`src/pkg/tcs_pkg.sv`:
```
// tcs_pkg: constants and carrier types of the tag configuration/session bank
package tcs_pkg;

	// reader-side page addresses
	localparam logic [7:0] TCS_RD_CFG_A   = 8'hE8;
	localparam logic [7:0] TCS_RD_CFG_B   = 8'hE9;
	localparam logic [7:0] TCS_RD_SES_A   = 8'hEC;
	localparam logic [7:0] TCS_RD_SES_B   = 8'hED;
	localparam logic [7:0] TCS_RD_MIR_A   = 8'hF8;
	localparam logic [7:0] TCS_RD_MIR_B   = 8'hF9;
	localparam logic [1:0] TCS_MIR_SECTOR = 2'h3;
	localparam logic [1:0] TCS_CFG_SECTOR = 2'h0;

	// host-side block addresses (one block covers both pages)
	localparam logic [7:0] TCS_HB_CFG     = 8'h3A;
	localparam logic [7:0] TCS_HB_SES     = 8'hFE;

	// byte slots within a page
	localparam int TCS_BYTE_CTRL   = 0;
	localparam int TCS_BYTE_FINAL  = 1;
	localparam int TCS_BYTE_WINDOW = 2;
	localparam int TCS_BYTE_WDLOW  = 3;
	localparam int TCS_BYTE_WDHIGH = 0;
	localparam int TCS_BYTE_STRETCH = 1;
	localparam int TCS_BYTE_LOCK   = 2;
	localparam int TCS_BYTE_RSVD   = 3;

	// control byte fields
	localparam int TCS_BIT_SILENCE = 7;
	localparam int TCS_BIT_PTHRU   = 6;

	// persistent defaults at first use of the memory
	localparam logic [31:0] TCS_CFG_A_RST = 32'h0000_0000;
	localparam logic [31:0] TCS_CFG_B_RST = 32'h0000_0000;

	localparam logic [31:0] TCS_UNMAPPED = 32'h0000_0000;

	// one access from either party
	typedef struct packed {
		logic        valid;
		logic        write;
		logic [1:0]  sector;
		logic [7:0]  addr;
		logic [31:0] wdata;
	} tcs_req_s;

	typedef struct packed {
		logic        done;
		logic        ack;
		logic [31:0] rdata;
	} tcs_rsp_s;

	typedef enum logic [0:0] {
		TCS_SRC_READER,
		TCS_SRC_HOST
	} tcs_src_e;

endpackage : tcs_pkg

```
`src/design/tcs_page_store.sv`:
```
// tcs_page_store: one 32-bit page of persistent configuration storage
`timescale 1ns/1ps
`default_nettype none
module tcs_page_store
	import tcs_pkg::*;
#(
	parameter logic [31:0] INIT = 32'h0000_0000
) (
	// clock and reset
	input  wire logic        mclk,
	input  wire logic        reset,
	// write side
	input  wire logic        wr_en,
	input  wire logic [31:0] wr_data,
	// contents
	output var  logic [31:0] q
);

	// non-volatile contents: present from time zero, never touched by reset
	logic [31:0] q_reg = INIT;
	logic [31:0] q_next;

	// writes during power-on reset are dropped, no programming cycle starts
	always_comb begin
		q_next = q_reg;
		if (wr_en && !reset) begin
			q_next = wr_data;
		end
	end

	always_ff @(posedge mclk) begin
		q_reg <= q_next;
	end

	assign q = q_reg;

endmodule : tcs_page_store
`default_nettype wire

```
`src/design/tcs_bank.sv`:
```
// tcs_bank: configuration and session register bank with reader and host ports
`timescale 1ns/1ps
`default_nettype none
// Summary of operation
// - persistent copy at two reader pages, host block
// - both ports access persistent, locked refuses writes
// - session copy: reader read-only, host read-write
// - session mirrored at sector-3 pages F8h-F9h
// - power-on reset loads session from persistent
// - session writes act at once, until reset
// - persistent writes act only after reset; a lock byte write acts at once
// - lock byte persistent only, status byte session
// - two pages, fixed byte layout
// - control bit 7 enables silence and soft reset
// - control bit 6 enables pass-through mapping
// - host always may access session copy
module tcs_bank
	import tcs_pkg::*;
(
	// clock and power-on reset
	input  wire logic        mclk,
	input  wire logic        reset,
	// reader side
	input  wire tcs_req_s    rd_req,
	output var  tcs_rsp_s    rd_rsp,
	// host side: block accesses and register operations
	input  wire tcs_req_s    host_req,
	input  wire logic        host_reg_op,
	input  wire logic [1:0]  host_page,
	output var  tcs_rsp_s    host_rsp,
	// live status byte from the rest of the device
	input  wire logic [7:0]  status_in,
	// effective session controls and the persistent lock flag
	output var  logic        silence_and_soft_reset_enable,
	output var  logic        passthrough_enable,
	output var  logic [7:0]  final_message_block,
	output var  logic [7:0]  buffer_window_block,
	output var  logic [15:0] watchdog_time,
	output var  logic [7:0]  host_clock_stretch_enable,
	output var  logic        config_locked
);

	logic [31:0] cfg_a;
	logic [31:0] cfg_b;
	logic        cfg_a_wr;
	logic        cfg_b_wr;
	logic [31:0] cfg_a_wdata;
	logic [31:0] cfg_b_wdata;

	logic [31:0] ses_a_reg;
	logic [31:0] ses_a_next;
	logic [31:0] ses_b_reg;
	logic [31:0] ses_b_next;
	tcs_rsp_s    rd_rsp_reg;
	tcs_rsp_s    rd_rsp_next;
	tcs_rsp_s    host_rsp_reg;
	tcs_rsp_s    host_rsp_next;
	logic        locked;

	// the persistent pages sit outside the reset so they survive power-on
	tcs_page_store #(.INIT(TCS_CFG_A_RST)) u_cfg_a (
		.mclk    (mclk),
		.reset   (reset),
		.wr_en   (cfg_a_wr),
		.wr_data (cfg_a_wdata),
		.q       (cfg_a)
	);

	tcs_page_store #(.INIT(TCS_CFG_B_RST)) u_cfg_b (
		.mclk    (mclk),
		.reset   (reset),
		.wr_en   (cfg_b_wr),
		.wr_data (cfg_b_wdata),
		.q       (cfg_b)
	);

	assign locked = cfg_b[TCS_BYTE_LOCK*8 +: 8] != 8'h00;

	// session view with the status byte in the lock slot
	function automatic logic [31:0] ses_b_view(input logic [31:0] b,
	                                           input logic [7:0] st);
		logic [31:0] v;
		v = b;
		v[TCS_BYTE_LOCK*8 +: 8] = st;
		return v;
	endfunction : ses_b_view

	always_comb begin
		ses_a_next    = ses_a_reg;
		ses_b_next    = ses_b_reg;
		cfg_a_wr      = 1'b0;
		cfg_b_wr      = 1'b0;
		cfg_a_wdata   = TCS_UNMAPPED;
		cfg_b_wdata   = TCS_UNMAPPED;
		rd_rsp_next   = '0;
		host_rsp_next = '0;

		// reader port
		if (rd_req.valid) begin
			rd_rsp_next.done = 1'b1;
			rd_rsp_next.ack  = 1'b1;
			if (rd_req.sector == TCS_CFG_SECTOR
			    && rd_req.addr == TCS_RD_CFG_A) begin
				rd_rsp_next.rdata = cfg_a;
				if (rd_req.write) begin
					if (locked) begin
						rd_rsp_next.ack = 1'b0;
					end else begin
						cfg_a_wr    = 1'b1;
						cfg_a_wdata = rd_req.wdata;
					end
				end
			end else if (rd_req.sector == TCS_CFG_SECTOR
			             && rd_req.addr == TCS_RD_CFG_B) begin
				rd_rsp_next.rdata = cfg_b;
				if (rd_req.write) begin
					if (locked) begin
						rd_rsp_next.ack = 1'b0;
					end else begin
						cfg_b_wr    = 1'b1;
						cfg_b_wdata = rd_req.wdata;
					end
				end
			end else if ((rd_req.sector == TCS_CFG_SECTOR
			              && rd_req.addr == TCS_RD_SES_A)
			             || (rd_req.sector == TCS_MIR_SECTOR
			              && rd_req.addr == TCS_RD_MIR_A)) begin
				rd_rsp_next.rdata = ses_a_reg;
				rd_rsp_next.ack   = !rd_req.write;
			end else if ((rd_req.sector == TCS_CFG_SECTOR
			              && rd_req.addr == TCS_RD_SES_B)
			             || (rd_req.sector == TCS_MIR_SECTOR
			              && rd_req.addr == TCS_RD_MIR_B)) begin
				rd_rsp_next.rdata = ses_b_view(ses_b_reg, status_in);
				rd_rsp_next.ack   = !rd_req.write;
			end else begin
				rd_rsp_next.ack = 1'b0;
			end
		end

		// host port; host_page picks page 0 or 1 of the block
		if (host_req.valid) begin
			host_rsp_next.done = 1'b1;
			host_rsp_next.ack  = 1'b1;
			if (!host_reg_op && host_req.addr == TCS_HB_CFG) begin
				host_rsp_next.rdata = host_page[0] ? cfg_b : cfg_a;
				if (host_req.write) begin
					if (locked) begin
						host_rsp_next.ack = 1'b0;
					end else if (host_page[0]) begin
						cfg_b_wr    = 1'b1;
						cfg_b_wdata = host_req.wdata;
					end else begin
						cfg_a_wr    = 1'b1;
						cfg_a_wdata = host_req.wdata;
					end
				end
			end else if (host_reg_op && host_req.addr == TCS_HB_SES) begin
				// no protection term: session access is always granted
				host_rsp_next.rdata = host_page[0]
					? ses_b_view(ses_b_reg, status_in) : ses_a_reg;
				if (host_req.write) begin
					if (host_page[0]) begin
						ses_b_next = host_req.wdata;
					end else begin
						ses_a_next = host_req.wdata;
					end
				end
			end else begin
				host_rsp_next.ack = 1'b0;
			end
		end

		// two persistent writes to one page in a cycle: the host, last, wins

		if (reset) begin
			ses_a_next    = cfg_a;
			ses_b_next    = cfg_b;
			rd_rsp_next   = '0;
			host_rsp_next = '0;
		end
	end

	always_ff @(posedge mclk) begin
		ses_a_reg    <= ses_a_next;
		ses_b_reg    <= ses_b_next;
		rd_rsp_reg   <= rd_rsp_next;
		host_rsp_reg <= host_rsp_next;
	end

	assign rd_rsp   = rd_rsp_reg;
	assign host_rsp = host_rsp_reg;

	// behaviour follows the session copy, except config_locked, which follows the persistent lock byte
	assign silence_and_soft_reset_enable =
		ses_a_reg[TCS_BYTE_CTRL*8 + TCS_BIT_SILENCE];
	assign passthrough_enable =
		ses_a_reg[TCS_BYTE_CTRL*8 + TCS_BIT_PTHRU];
	assign final_message_block = ses_a_reg[TCS_BYTE_FINAL*8 +: 8];
	assign buffer_window_block = ses_a_reg[TCS_BYTE_WINDOW*8 +: 8];
	assign watchdog_time = {ses_b_reg[TCS_BYTE_WDHIGH*8 +: 8],
	                        ses_a_reg[TCS_BYTE_WDLOW*8 +: 8]};
	assign host_clock_stretch_enable = ses_b_reg[TCS_BYTE_STRETCH*8 +: 8];
	assign config_locked = locked;

	session_load_a: assert property (@(posedge mclk)
		reset |=> ses_a_reg == $past(cfg_a))
		else $error("session page a not loaded from persistent copy");

	session_load_b_a: assert property (@(posedge mclk)
		reset |=> ses_b_reg == $past(cfg_b))
		else $error("session page b not loaded from persistent copy");

	lock_refuse_a: assert property (@(posedge mclk) disable iff (reset)
		rd_req.valid && rd_req.write && locked
		&& rd_req.sector == TCS_CFG_SECTOR && rd_req.addr == TCS_RD_CFG_A
		|=> cfg_a == $past(cfg_a) && !rd_rsp.ack)
		else $error("locked persistent page was written");

	reader_ro_a: assert property (@(posedge mclk) disable iff (reset)
		rd_req.valid && rd_req.write && !host_req.valid
		|=> ses_a_reg == $past(ses_a_reg)
		&& ses_b_reg == $past(ses_b_reg))
		else $error("reader changed session copy");

	mirror_same_a: assert property (@(posedge mclk) disable iff (reset)
		rd_req.valid && !rd_req.write && rd_req.sector == TCS_MIR_SECTOR
		&& rd_req.addr == TCS_RD_MIR_A
		|=> rd_rsp.ack && rd_rsp.rdata == $past(ses_a_reg))
		else $error("mirror page differs from session page");

	host_ses_wr_a: assert property (@(posedge mclk) disable iff (reset)
		host_req.valid && host_req.write && host_reg_op
		&& host_req.addr == TCS_HB_SES && !host_page[0]
		&& !rd_req.valid
		|=> ses_a_reg == $past(host_req.wdata)
		&& passthrough_enable == $past(host_req.wdata[TCS_BIT_PTHRU])
		&& cfg_a == $past(cfg_a))
		else $error("host session write not applied at once");

	cfg_no_effect_a: assert property (@(posedge mclk) disable iff (reset)
		cfg_a_wr |=> ses_a_reg == $past(ses_a_reg)
		|| $past(host_req.valid && host_reg_op))
		else $error("persistent write changed live behaviour");

	silence_bit_a: assert property (@(posedge mclk)
		reset |=> silence_and_soft_reset_enable
		== $past(cfg_a[TCS_BYTE_CTRL*8 + TCS_BIT_SILENCE])
		&& passthrough_enable
		== $past(cfg_a[TCS_BYTE_CTRL*8 + TCS_BIT_PTHRU]))
		else $error("control bits not taken from persistent control byte");

endmodule : tcs_bank
`default_nettype wire

```
`config.mk`:
```
export PLATFORM = sky130hd
export DESIGN_NAME = tcs_bank
export DESIGN_NICKNAME = d
export VERILOG_FILES = /design/src/pkg/tcs_pkg.sv /design/src/design/tcs_page_store.sv /design/src/design/tcs_bank.sv
export SDC_FILE = /design/constraint.sdc
export NUM_CORES = 1
export LEC_CHECK = 0
export BUFFER_PORTS_ARGS = -buffer_cell sky130_fd_sc_hd__buf_2
export CAP_MARGIN = 20
export CORE_MARGIN = 10
export CORE_UTILIZATION = 42
export CTS_CLUSTER_DIAMETER = 80
export DETAILED_ROUTE_END_ITERATION = 16
export PLACE_DENSITY = 0.67
export RECOVER_POWER = 25
export SLEW_MARGIN = 5
export SYNTH_ARGS = -nofsm -noshare
export SYNTH_HDL_FRONTEND = slang
export SYNTH_SLANG_ARGS = --single-unit
```
`constraint.sdc`:
```
create_clock -name mclk -period 4 [get_ports mclk]
set_clock_uncertainty 0.15 [all_clocks]
set_input_delay 0 -clock mclk [delete_from_list [all_inputs] [get_ports mclk]]
set_output_delay 0 -clock mclk [all_outputs]
set_load 0.005 [all_outputs]
```
; ---- Yosys cells after proc, flatten, opt, wreduce, memory -nomap -nowiden
; Cells that the tools add are included.
[word_totals]
input_bits = 101
regBits = 196
output_inout_bits = 111
elab_cells = 108
[classes]
n_eq_ne = 11
bitwise_logic = 2
mux = 60
reduce_logical = 25
[op_table]
columns = op, count
row1 = 32-bit 2-to-1 mux, 33
row2 = 33-bit 2-to-1 mux, 4
row3 = 34-bit 2-to-1 mux, 2
row4 = 8-bit == test (second input constant), 7
row5 = 1-bit 2-to-1 mux, 21
row6 = 1-bit logical AND, 10
row7 = 5-bit AND reduction, 2
row8 = 8-bit by 6-bit == test with 1-bit output (second input constant), 1
row9 = 2-bit nonzero test, 4
row10 = 8-bit nonzero test, 1
row11 = 2-bit != test (second input constant), 2
row12 = 2-bit OR reduction, 2
row13 = 1-bit zero test, 3
row14 = 2-bit == test (second input constant), 1
row15 = 2-bit zero test, 1
row16 = 1-bit logical OR, 2
row17 = 1-bit NOT, 2

; ---- Logic depth before layout (Yosys ltp)
[depth]
ltp_word = 12
mapped_depth = 7
mapped_depth_nobuf = 4

; ---- Hierarchy
; Synthesis repeated with hierarchy kept, for this count alone.
[unflattened]
cells_unflattened = 853
hier_area_um2 = 9502.9
[by_module_without_submodules]
columns = module, area_per_inst_um2, cells_each, instances, seq_area_each_um2
row1 = tcs_bank, 7553.5, 787, 1, 3042.9
row2 = tcs_page_store, 974.7, 33, 2, 960.9

; ---- Least setup slack after synthesis
; No wires, ideal clock.
[synth_timing]
path_kind = input port to flip-flop
startpoint = in host_req[34] in the netlist's numbering
endpoint = reg u_cfg_a.q_reg[0] (netlist: u_cfg_a.q[0]) (enable)
path_buffers = 3
t_arrival_ps = 3402
t_required_ps = 3418
stages = 7
slack_ps = 16
setup_ps = 432
cell_sequence = or4_1 or4_1 buf_2 or4_4 buf_6 buf_6 a21oi_1
[synth_via]
elab_chain_len = 5
[synth_lines]
columns = item, line_no
row1 = from (decl), tcs_bank.sv:27  ; input wire tcs_req_s host_req,
row2 = 8-bit by 6-bit == test with 1-bit output, tcs_bank.sv:145  ; if (!host_reg_op && host_req.addr == TCS_HB_CFG) begin
row3 = 1-bit logical AND, tcs_bank.sv:145
row4 = 1-bit 2-to-1 mux, tcs_bank.sv:145
row5 = 1-bit 2-to-1 mux, tcs_bank.sv:142  ; if (host_req.valid) begin
row6 = 1-bit logical AND, tcs_page_store.sv:26  ; if (wr_en && !reset) begin
row7 = to (signal assigned), tcs_page_store.sv:32  ; q_reg <= q_next;
row8 = to (decl), tcs_page_store.sv:20  ; logic [31:0] q_reg = INIT;
; Every way passes these cells.
; A chain may end at the register's enable or synchronous reset.

; ---- Worst setup path in the final report
[layout_timing]
startpoint = reg u_cfg_b.q_reg[19] (netlist: u_cfg_b.q[19])
endpoint = reg u_cfg_b.q_reg[11] (netlist: u_cfg_b.q[11]) (enable)
[layout_via]
elab_chain_len = 12
[layout_lines]
columns = item, line_no
row1 = from (decl), tcs_page_store.sv:20
row2 = from (signal assigned), tcs_page_store.sv:32
row3 = 8-bit nonzero test (*), tcs_bank.sv:77  ; assign locked = cfg_b[TCS_BYTE_LOCK*8 +: 8] != 8'h00;
row4 = 1-bit 2-to-1 mux, tcs_bank.sv:117  ; if (locked) begin
row5 = 1-bit 2-to-1 mux, tcs_bank.sv:116  ; if (rd_req.write) begin
row6 = 1-bit 2-to-1 mux, tcs_bank.sv:113  ; end else if (rd_req.sector == TCS_CFG_SECTOR
row7 = 1-bit 2-to-1 mux, tcs_bank.sv:102  ; if (rd_req.sector == TCS_CFG_SECTOR
row8 = 1-bit 2-to-1 mux, tcs_bank.sv:99  ; if (rd_req.valid) begin
row9 = 1-bit 2-to-1 mux, tcs_bank.sv:150  ; end else if (host_page[0]) begin
row10 = 1-bit 2-to-1 mux, tcs_bank.sv:148  ; if (locked) begin
row11 = 1-bit 2-to-1 mux, tcs_bank.sv:147  ; if (host_req.write) begin
row12 = 1-bit 2-to-1 mux, tcs_bank.sv:145
row13 = 1-bit 2-to-1 mux (*), tcs_bank.sv:142
row14 = 1-bit logical AND (*), tcs_page_store.sv:26
; Every way passes the cells marked *; elsewhere a longest branch is shown, timed or not.

==> summary.txt <==
Worst setup path
  • Worst r2r src: u_cfg_b.q[19]
  • CP Data Required Time: 3.98 ns
  • Worst R2R End: u_cfg_b.q[11]
  • Reg2reg path depth: 5
  • CP endpoint: u_cfg_b.q[11]
  • CP startpoint: u_cfg_b.q[19]
  • Worst Setup Path Type: register to register
  • Worst endpoint data arrival time: 3.44 ns
  • Critical path peak fanout: 27
  • Reg2reg setup slack: 0.55 ns
  • Crit start category: register
  • CP Capture Type: register

STA
  • Worst setup margin: 0.5454 ns
  • Final setup viols: 0
  • Final period util: 86.37%
  • RSZ-0062 raised after global routing: no
  • Max Transition Viols Final: 34
  • Slew of the pin with the lowest slew margin: 1.725 ns
  • Minimum clock period: 3.455 ns
  • Setup TNS: 0 ns
  • Max frequency: 0.2895 GHz
  • Hold slack final: 0.01705 ns
  • Final Hold Viols: 0
  • Slew margin rel.: -15.00%

Yosys
  • Fraction of the mapped netlist area in adder cells: 0%
  • Multiplexer share of the synthesized area: 22.91%
  • XOR/XNOR Fraction of Synth Area: 0%
  • Syn Std Cell Area: 9608 sq um
  • Synth Instances: 856
  • Avg Cell Area, Syn: 11.22 sq um
  • Synth Area in Compound Gates: 5.613%
  • Seq/Total Area, Yosys: 51.67%
  • Synth Area in Simple Gates: 13.19%
  • Register bit total from synthesis: 188
  • YS warnings: 0
  • Net Count, Synth: 957
  • Synth unique cells: 33
  • Area share of the largest cell type after synthesis: 37.50%
  • Top post-synthesis cells by area: edfxtp_1, dfxtp_1, mux2i_1
  • Largest area contributor in the netlist: edfxtp_1
  • Largest family of logic cells by synthesized area: multiplexers

Layout
  • Final #Nets: 1,138
  • Share of layout cells above drive strength 1: 24.29%
  • Area growth syn-to-layout: 21.19%
  • Commonest non-fill, non-tap cells in the layout: nand2_1, mux2i_1, edfxtp_1
  • Most common cell after layout, fill and taps aside: nand2_1

Detailed routing
  • WL/cell: 21.07 um
  • Residual DRC: 0
  • Routed Antenna Nets: 0
  • 1st-pass router iterations: 5
  • Vias per inst: 5.442
  • Routed WL: 28.19 mm
  • Initial DRC Count: 494
  • Via count: 7,282

Placed design
  • Final Wtd Congestion: 0.8251
  • HPWL after DPL: 18.37 mm
  • Port Buf Inserts: 208
  • Pre-CTS WS: 0.5829 ns

Status
  • Outcome: finished with violations
  • Failing checks: capacitance limit, slew limit

Clock tree
  • # clock sinks: 188
  • CTS H-Tree Depth: 4
  • TritonCTS clock tree: built
  • Buffer depth of the longest clock path: 2
  • Post-CTS Setup Bufs: 0
  • Root buffer cell: clkbuf_16
  • Reg clk slew, reported paths: 0.07 ns
  • Num CTS Buffers: 17
  • Clk Latency, worst-skew pair: 0.43 ns

Floorplan
  • Floorplan row count: 55
  • Die width: 171.3 um
  • Die ar.: 29,330 sq um
  • Die Y: 171.3 um
  • Initial core utilization: 42.57%
  • Core Box Area: 22,570 sq um
  • Num ports: 212

GRT
  • Initial antenna violation count: 3
  • First-pass GRT wire length: 43.50 mm
  • Global-route usage over all layers: 19.17%
  • Largest net degree at the start of global routing: 68
  • Number of global-route vias before repair: 7,792
  • Total congestion overflow: 0

Hold path
  • Hold Path Class: input pin to register

Pwr
  • Worst VDD drop: 0.1950 mV
  • Final Power: 4253 uW
  • Power density over the cells: 365.3 nW/um^2
  • Leak: 0.004897 uW

Job
  • Max Cap Viol: 1
[worst max-delay path, cell delays in order, from the launching register on]
cell and delay (ns):
edfxtp_1 0.42, nor4_1 0.53, nand2_2 0.47, or4_1 0.69
a21oi_4 0.60, buf_4 0.29
[repair_timing]
| item | 4_1_cts | 5_1_grt |
|---|---|---|
| resized for setup | 0 | 0 |
| hold buffers | 49 | 0 |
| hold endpoints to repair | 138 | 0 |
[cell families after synthesis]
family	after synthesis
and+or+nand+nor	275
buffers and inverters	120
DFF	188
muxes	200
AOI/OAI and AO/OA	73
[cell type report]
type / count / area, sq um
clock inverters: 12 / 158.9
multi-input cells: 548 / 4075
diodes: 3 / 7.507
fillers: 2066 / 10930
inverters: 5 / 18.77
repair buffers: 277 / 1605
clock buffers: 20 / 456.7
well taps: 285 / 356.6
flip-flops and latches: 188 / 4965
[where the power goes]
part           internal (uW)  leakage [uW]  switching (uW)
sequential              2100       0.00181            26.9
combinational            153       0.00279             201
clock                   1020      0.000297             753
total                   3270       0.00490             980
[worst min path at each step]
stage | cells after the start | endpoint | slack, ns | start
6_report | 4 | u_cfg_a.q[19] | 0.02 | rd_req[19]
5_1_grt | 4 | u_cfg_a.q[28] | 0.01 | rd_req[28]
4_1_cts | 4 | u_cfg_a.q[7] | 0.002 | rd_req[7]
3_5_place_dp | 3 | host_rsp[32] | 0.17 | host_req[42]
3_3_place_gp | 3 | host_rsp[32] | 0.17 | host_req[42]
2_1_floorplan | 2 | rd_rsp[32] | 0.02 | rd_req[42]
[routing by layer]
metal  global-route usage (%)  vias up  routed length, um
met5                        0        -                  0
met4                    6.957        0                537
met3                    4.722       36               1701
met2                    32.32      237              14020
met1                    23.27     3528              11930
li1                         -     3481                  -
[synthesized netlist by cell type, drive strengths merged]
library cell,count
nor2,34
nand2,156
and4b,1
edfxtp,120
o2111ai,1
nand4,1
nor2b,1
nor3,1
nor4,66
dfxtp,68
buf,63
a21oi,4
mux2,72
or3b,1
a21o,2
nand4bb,1
nand4b,1
nand2b,4
o21a,1
clkbuf,52
o22ai,32
o22a,32
and3,1
or4,6
inv,5
o31ai,1
mux2i,128
nand3,1
[through the flow]
| step | util (%) | cell area (sq um) | instances |
|---|---|---|---|
| floorplan | - | 9608 | 856 |
| global placement | 47.03 | 10620 | 1253 |
| detailed placement | 47.03 | 10620 | 1253 |
| CTS | 51.93 | 11720 | 1334 |
| global route | 51.57 | 11640 | 1337 |
| finish | 51.59 | 11640 | 1338 |
(Power assumes the default switching activity.)
